## config.mk

```make
export PLATFORM = sky130hd
export DESIGN_NAME = pgc_regs
export DESIGN_NICKNAME = d
export VERILOG_FILES = /design/src/pgc_pkg.sv /design/src/pgc_regs.sv
export SDC_FILE = /design/constraint.sdc
export NUM_CORES = 1
export LEC_CHECK = 0
export BUFFER_PORTS_ARGS = -buffer_cell sky130_fd_sc_hd__buf_4
export CAP_MARGIN = 10
export CORE_MARGIN = 2
export CORE_UTILIZATION = 30
export CTS_BUF_LIST = sky130_fd_sc_hd__clkbuf_8
export DETAILED_ROUTE_END_ITERATION = 8
export SLEW_MARGIN = 0
export SYNTH_ARGS = -nofsm -noshare
export SYNTH_HDL_FRONTEND = slang
export SYNTH_SLANG_ARGS = --single-unit
```

## constraint.sdc

```tcl
create_clock -name core_clk -period 5.14 [get_ports core_clk]
set_input_delay 1.028 -clock core_clk [delete_from_list [all_inputs] [get_ports core_clk]]
set_output_delay 1.028 -clock core_clk [all_outputs]
set_load 0.05 [all_outputs]
```

## src/pgc_pkg.sv

```systemverilog
// package for the second pll general control register bank
`default_nettype none
package pgc_pkg;
  localparam int ADDR_W = 16;
  localparam int DATA_W = 8;
  localparam logic [15:0] PGC_ADDR_GENERAL = 16'h0200;
  localparam logic [15:0] PGC_ADDR_CPUMP = 16'h0201;
  localparam logic [15:0] PGC_ADDR_REFDIV = 16'h0202;
  localparam logic [15:0] PGC_ADDR_UPDATE = 16'h0005;
  localparam int GEN_XTAL_BIT = 4;
  localparam int GEN_SYNC_BIT = 2;
  localparam int GEN_CAL_BIT = 1;
  localparam int GEN_PD_BIT = 0;
  localparam int CP_MAN_BIT = 3;
  localparam int UPD_BIT = 0;
  localparam logic [7:0] GEN_MASK = 8'h17;
  localparam logic [7:0] CPUMP_MASK = 8'h0F;
  localparam logic [7:0] REFDIV_MASK = 8'h0F;
  localparam logic [7:0] RESET_VAL = 8'h00;
  localparam logic [3:0] REFDIV_ZERO_CODE = 4'h0;
  localparam logic [4:0] REFDIV_ZERO_RATIO = 5'h10;
  localparam int CP_STEP_UA = 125;
  typedef struct packed {
    logic [15:0] addr;
    logic [7:0] wdata;
    logic wr;
    logic rd;
  } pgc_req_s;
  typedef struct packed {
    logic xtal_en;
    logic pll_pd;
    logic cp_manual;
    logic [9:0] cp_current_ua;
    logic [4:0] ref_div_ratio;
  } pgc_ctrl_s;
endpackage
`default_nettype wire

```

## src/pgc_regs.sv

```systemverilog
// second pll general control register bank with update transfer
//
// Summary of operation
// - xtal bit selects crystal amp or differential input
// - sync arms on 1, fires on falling edge
// - calibrate bit set starts vco calibration
// - power-down bit powers whole pll down
// - manual enable picks manual or automatic current
// - current field ignored while manual enable clear
// - manual current equals 125 uA times code+1
// - divider field zero divides by sixteen
// - divider field 1..15 divides by value
// - writes take effect on update register bit0
`default_nettype none
module pgc_regs
  import pgc_pkg::*;
#(
  // microamps per step of the manual current code
  parameter int CP_STEP = CP_STEP_UA
)
(
  input wire logic core_clk,
  input wire logic rstn,
  input wire pgc_req_s req,
  output logic [7:0] rdata_q,
  output logic rvalid_q,
  output logic sync_pulse_q,
  output logic cal_start_q,
  output var pgc_ctrl_s ctrl_q
);
  // ----------------------------------------
  // elaboration checks
  // ----------------------------------------
  // eight steps must fit the ten-bit current field of the control word
  if (CP_STEP < 1 || CP_STEP * 8 > 1023)
  begin : g_bad_step
    $error("current step does not fit the current field");
  end

  // ----------------------------------------
  // request decode
  // ----------------------------------------
  // requests come from logic on this clock, so no synchroniser is needed
  logic wr_gen;
  logic wr_cp;
  logic wr_refdiv;
  logic upd;

  // unmapped writes match no decode and are dropped
  assign wr_gen = req.wr && req.addr == PGC_ADDR_GENERAL;
  assign wr_cp = req.wr && req.addr == PGC_ADDR_CPUMP;
  assign wr_refdiv = req.wr && req.addr == PGC_ADDR_REFDIV;
  // the update register stores nothing; a write with bit 0 set is the event
  assign upd = req.wr && req.addr == PGC_ADDR_UPDATE && req.wdata[UPD_BIT];

  // ----------------------------------------
  // shadow registers (host writes land here)
  // ----------------------------------------
  // general: crystal amp bit 4, sync bit 2, calibrate bit 1, power-down bit 0
  // charge pump: manual enable bit 3, current code bits 2..0
  // reference divider: ratio code bits 3..0
  // masking keeps unused and reserved bits at zero
  // reset leaves all zero: differential input, automatic current
  logic [7:0] gen_sh_q;
  logic [7:0] cp_sh_q;
  logic [7:0] rd_sh_q;

  always_ff @(posedge core_clk or negedge rstn)
  begin
    if (!rstn)
      gen_sh_q <= RESET_VAL;
    else if (wr_gen)
      gen_sh_q <= req.wdata & GEN_MASK;
  end

  always_ff @(posedge core_clk or negedge rstn)
  begin
    if (!rstn)
      cp_sh_q <= RESET_VAL;
    else if (wr_cp)
      cp_sh_q <= req.wdata & CPUMP_MASK;
  end

  always_ff @(posedge core_clk or negedge rstn)
  begin
    if (!rstn)
      rd_sh_q <= RESET_VAL;
    else if (wr_refdiv)
      rd_sh_q <= req.wdata & REFDIV_MASK;
  end

  // ----------------------------------------
  // active registers, loaded on update
  // ----------------------------------------
  // the analog side only ever sees a complete set of values;
  // a write and an update in one cycle copy the older shadow value
  logic [7:0] gen_act_q;
  logic [7:0] cp_act_q;
  logic [7:0] rd_act_q;

  always_ff @(posedge core_clk or negedge rstn)
  begin
    if (!rstn)
      gen_act_q <= RESET_VAL;
    else if (upd)
      gen_act_q <= gen_sh_q;
  end

  always_ff @(posedge core_clk or negedge rstn)
  begin
    if (!rstn)
      cp_act_q <= RESET_VAL;
    else if (upd)
      cp_act_q <= cp_sh_q;
  end

  always_ff @(posedge core_clk or negedge rstn)
  begin
    if (!rstn)
      rd_act_q <= RESET_VAL;
    else if (upd)
      rd_act_q <= rd_sh_q;
  end

  // ----------------------------------------
  // strobes from active bit transitions
  // ----------------------------------------
  // edges are taken on the active copy so a strobe follows the update;
  // a bit set and cleared between two updates gives no strobe
  logic [7:0] gen_d;
  logic sync_fall;
  logic cal_rise;

  assign gen_d = upd ? gen_sh_q : gen_act_q;
  assign sync_fall = gen_act_q[GEN_SYNC_BIT] && !gen_d[GEN_SYNC_BIT];
  assign cal_rise = !gen_act_q[GEN_CAL_BIT] && gen_d[GEN_CAL_BIT];

  // strobes last one cycle; an update with no new edge gives none
  always_ff @(posedge core_clk or negedge rstn)
  begin
    if (!rstn)
      sync_pulse_q <= 1'b0;
    else
      sync_pulse_q <= sync_fall;
  end

  always_ff @(posedge core_clk or negedge rstn)
  begin
    if (!rstn)
      cal_start_q <= 1'b0;
    else
      cal_start_q <= cal_rise;
  end

  // ----------------------------------------
  // decoded controls
  // ----------------------------------------
  // automatic mode reports zero current; the analog loop owns it then
  logic [9:0] cp_ua;
  logic [4:0] ratio;

  assign cp_ua = 10'(CP_STEP) * ({7'h00, cp_act_q[2:0]} + 10'h001);
  // code zero is the longest division, so the ratio is one bit wider
  always_comb
  begin
    if (rd_act_q[3:0] == REFDIV_ZERO_CODE)
      ratio = REFDIV_ZERO_RATIO;
    else
      ratio = {1'b0, rd_act_q[3:0]};
  end

  // registered so every control leaves the bank straight from a flip-flop
  always_ff @(posedge core_clk or negedge rstn)
  begin
    if (!rstn)
      ctrl_q <= '0;
    else
    begin
      ctrl_q.xtal_en <= gen_act_q[GEN_XTAL_BIT];
      ctrl_q.pll_pd <= gen_act_q[GEN_PD_BIT];
      ctrl_q.cp_manual <= cp_act_q[CP_MAN_BIT];
      ctrl_q.cp_current_ua <= cp_act_q[CP_MAN_BIT] ? cp_ua : 10'h000;
      ctrl_q.ref_div_ratio <= ratio;
    end
  end

  // ----------------------------------------
  // read port, one cycle latency
  // ----------------------------------------
  // reads return the written copy, so software sees a value before update
  logic [7:0] rd_mux;

  always_comb
  begin
    unique case (req.addr)
      PGC_ADDR_GENERAL: rd_mux = gen_sh_q;
      PGC_ADDR_CPUMP: rd_mux = cp_sh_q;
      PGC_ADDR_REFDIV: rd_mux = rd_sh_q;
      default: rd_mux = 8'h00;
    endcase
  end

  // rvalid marks the cycle in which rdata_q holds the value addressed by the read
  always_ff @(posedge core_clk or negedge rstn)
  begin
    if (!rstn)
      rvalid_q <= 1'b0;
    else
      rvalid_q <= req.rd;
  end

  always_ff @(posedge core_clk or negedge rstn)
  begin
    if (!rstn)
      rdata_q <= 8'h00;
    else
      rdata_q <= rd_mux;
  end
endmodule
`default_nettype wire

```

==> summary.txt <==
Run status
  – Outcome: complete, no violations

Yosys
  – Top FF cell, synth: dfrtp_1
  – Synth warn: 0
  – Synthesized area: around 2600 µm²
  – Register bit total from synthesis: 50
  – Synth unique cells: 44
  – Number of flops mapped to enable cells by yosys: 0
  – Synth Area per Inst: roughly 12 µm²
  – Ys async rst share: 1.00
  – Seq/Total Area, Yosys: 0.490
  – Post-Syn Instances: between 200 and 250

Worst setup path
  – Slowest stage cell, crit path: fa_1
  – Critical path's most frequent cell: inv_1
  – Critical path type: reg -> reg
  – CP Capture Type: flip-flop
  – Worst setup SP type: flip-flop
  – R2R depth: 12
  – Worst flop-to-flop path endpoint: ctrl_q[14]
  – Crit-path cells: ha_1 -> xor2_1 -> inv_1 -> fa_1 -> inv_1 -> fa_1 -> inv_1 -> ha_1 -> nand2b_1 -> o2bb2ai_1 -> o311ai_0 -> mux2i_1
  – CP Max Fanout: 8
  – Reg2reg setup slack: 1400 ps
  – RR Startpoint: cp_act_q[0]
  – WP data required: around 5400 ps
  – CP arrival: 3970 ps
  – Crit-path max cell delay: a little under 600 ps

Global route
  – Initial antenna violation count: 0
  – Vias in the first global route: about 1600
  – GR Overflow Total: 0
  – Largest net degree at the start of global routing: about 50
  – First-pass GRT wire length: roughly 7.9 mm
  – Total Routing Usage GR: 0.112

Pwr
  – Pleak: around 1.6 nW
  – Pwr dens: about 230 nW/µm²
  – Max VDD drop: ~0.000094 V

Floorplanning
  – I/O pin cnt: 57
  – Die H: ~96 µm
  – DIE WIDTH: ~96 µm
  – Die area: between 9000 and 10000 µm²
  – Row cnt: 33
  – Core ar.: between 8000 and 9000 µm²
  – Initial Util: 0.311

CTS
  – CTS Sinks: 50
  – # H-tree levels: 2
  – Clk root buf: clkbuf_8
  – Clk Latency, worst-skew pair: 310 ps
  – Post-cts resize count: 0
  – Clk slew on worst S/H paths: 100 ps
  – Post-CTS setup buffers: 0
  – TritonCTS clock tree: done
  – Clk buf depth: 2
  – CTS Buf Count: 5
  – Hold-fix buffers at CTS: 0

Hold path
  – Hold EP: ctrl_q[16]
  – Worst Hold Path Cells: 0
  – Min-Delay Path Class: reg -> reg
  – Hold Startpoint: gen_act_q[0]

Detailed routing
  – Residual DRC: 0
  – Vias: about 1600
  – Vias per std cell: between 4 and 5
  – 1st-iter DRT viols: between 40 and 50
  – Final WL: 4.85 mm
  – 1st-pass router iterations: 4
  – Drt wl/cell: 13.4 µm
  – Post-route ant nets: 0

Timing
  – Pins Over Slew Limit: 0
  – Hold Violations, Final: 0
  – Final setup TNS: 0 ps
  – Hold Slack: 388 ps
  – Fmax: 0.267 GHz
  – RSZ-0062 raised after global routing: false
  – Fin Clk Skew: 10.3 ps
  – Period utilisation layout: 0.729
  – Slew at the pin closest to its max-slew limit: roughly 660 ps
  – Max-slew headroom: 0.558
  – Min Tclk post-route: roughly 3700 ps
  – Setup-failing EPs final: 0

Cells and area
  – Nets: a little over 300
  – Area growth syn-to-layout: 22.0%
  – Share of cells above drive strength 1: 0.340
  – N_diodes: 0
  – Finished Layout Cells: 361
  – Post-layout util: 0.379
  – Most frequent cells in the layout: dfrtp_1, buf_4, inv_1, mux2_2, ha_1

Run
  – Max-cap violations: 0

Placement
  – Number of port buffers: 50
  – Dpl cells: around 350
  – Post-DP HPWL: 3.62 mm
  – GPL Wtd Cong: around 0.79
sequential cells by signal, summed over array words and instances (netlist names):
signal,count
sync_pulse_q,1
cal_start_q,1
cp_act_q,4
rd_sh_q,4
gen_act_q,4
cp_sh_q,4
gen_sh_q,4
ctrl_q,18
rvalid_q,1
rdata_q,5
rd_act_q,4
per-stage QoR:
stage / setup slack (ps) / total power [mW] / instance area, µm²
floorplan: 1780 / 0.414 / 2560
global placement: 1460 / 0.440 / 3010
detailed placement: 1400 / 0.440 / 3010
CTS: 1360 / 0.726 / 3120
global route: 1050 / 0.740 / 3120
finish: 1400 / 0.711 / 3120
logic make-up (layout without fill, tap and decap cells):
kind of cell	after synthesis	after routing	synth area share
AOI/OAI and AO/OA	11	11	0.0289
buffers and inverters	30	79	0.0549
adders and majority gates	20	20	0.119
muxes	25	25	0.122
other	1	3	0.00147
xor gates and xnor gates	4	4	0.0137
and+or+nand+nor	64	64	0.170
DFF	50	50	0.490
synth_stat cells, types with 6 or more instances:
| cell | number | area (µm²) |
|---|---|---|
| ha_1 | 13 | 163 |
| mux2_4 | 9 | 135 |
| mux2_2 | 13 | 146 |
| fa_1 | 7 | 140 |
| nand4_1 | 11 | 68.8 |
| nand2b_1 | 6 | 37.5 |
| nand2_1 | 6 | 22.5 |
| inv_1 | 21 | 78.8 |
| dfrtp_1 | 50 | 1250 |
power by group:
group	switching, mW	internal (mW)
logic	0.0236	0.0143
registers	0.000165	0.393
clock network	0.135	0.143
total	0.159	0.551
per-layer routing:
| layer | global-route usage | vias to the layer above | wire length, µm | share of wire |
|---|---|---|---|---|
| met5 | 0 | - | 0 | 0 |
| met4 | 0.0357 | 0 | 48 | 0.0099 |
| met3 | 0.0243 | 4 | 214 | 0.044 |
| met2 | 0.189 | 39 | 2360 | 0.49 |
| met1 | 0.142 | 789 | 2220 | 0.46 |
| li1 | - | 803 | - | - |
area by class of cell:
type | instances | area, µm²
inverters | 21 | 78.8
multi-input cells | 127 | 1170
flip-flops and latches | 50 | 1250
clock buffers | 5 | 68.8
fillers | 813 | 5100
clock inverters | 3 | 41.3
well taps | 105 | 131
repair buffers | 50 | 375
critical path, delay by kind of cell, from the launching register on:
kind	cells	cell delay, ps
multiplexers	1	230
XOR/XNOR	1	270
AO/OA/AOI/OAI	2	600
flip-flops	1	540
buffers and inverters	3	280
adder cells (fa/ha/maj)	4	1660
AND/OR/NAND/NOR	1	80
worst max-delay path by stage:
stage,start,end,cells after the start
detailed placement,cp_act_q[0],ctrl_q[14],12
finish,cp_act_q[0],ctrl_q[14],12
global placement,cp_act_q[0],ctrl_q[14],12
global route,cp_act_q[0],ctrl_q[14],12
floorplan,cp_act_q[0],ctrl_q[14],12
CTS,cp_act_q[0],ctrl_q[14],12
No activity file was read; power rests on OpenSTA's default activity.
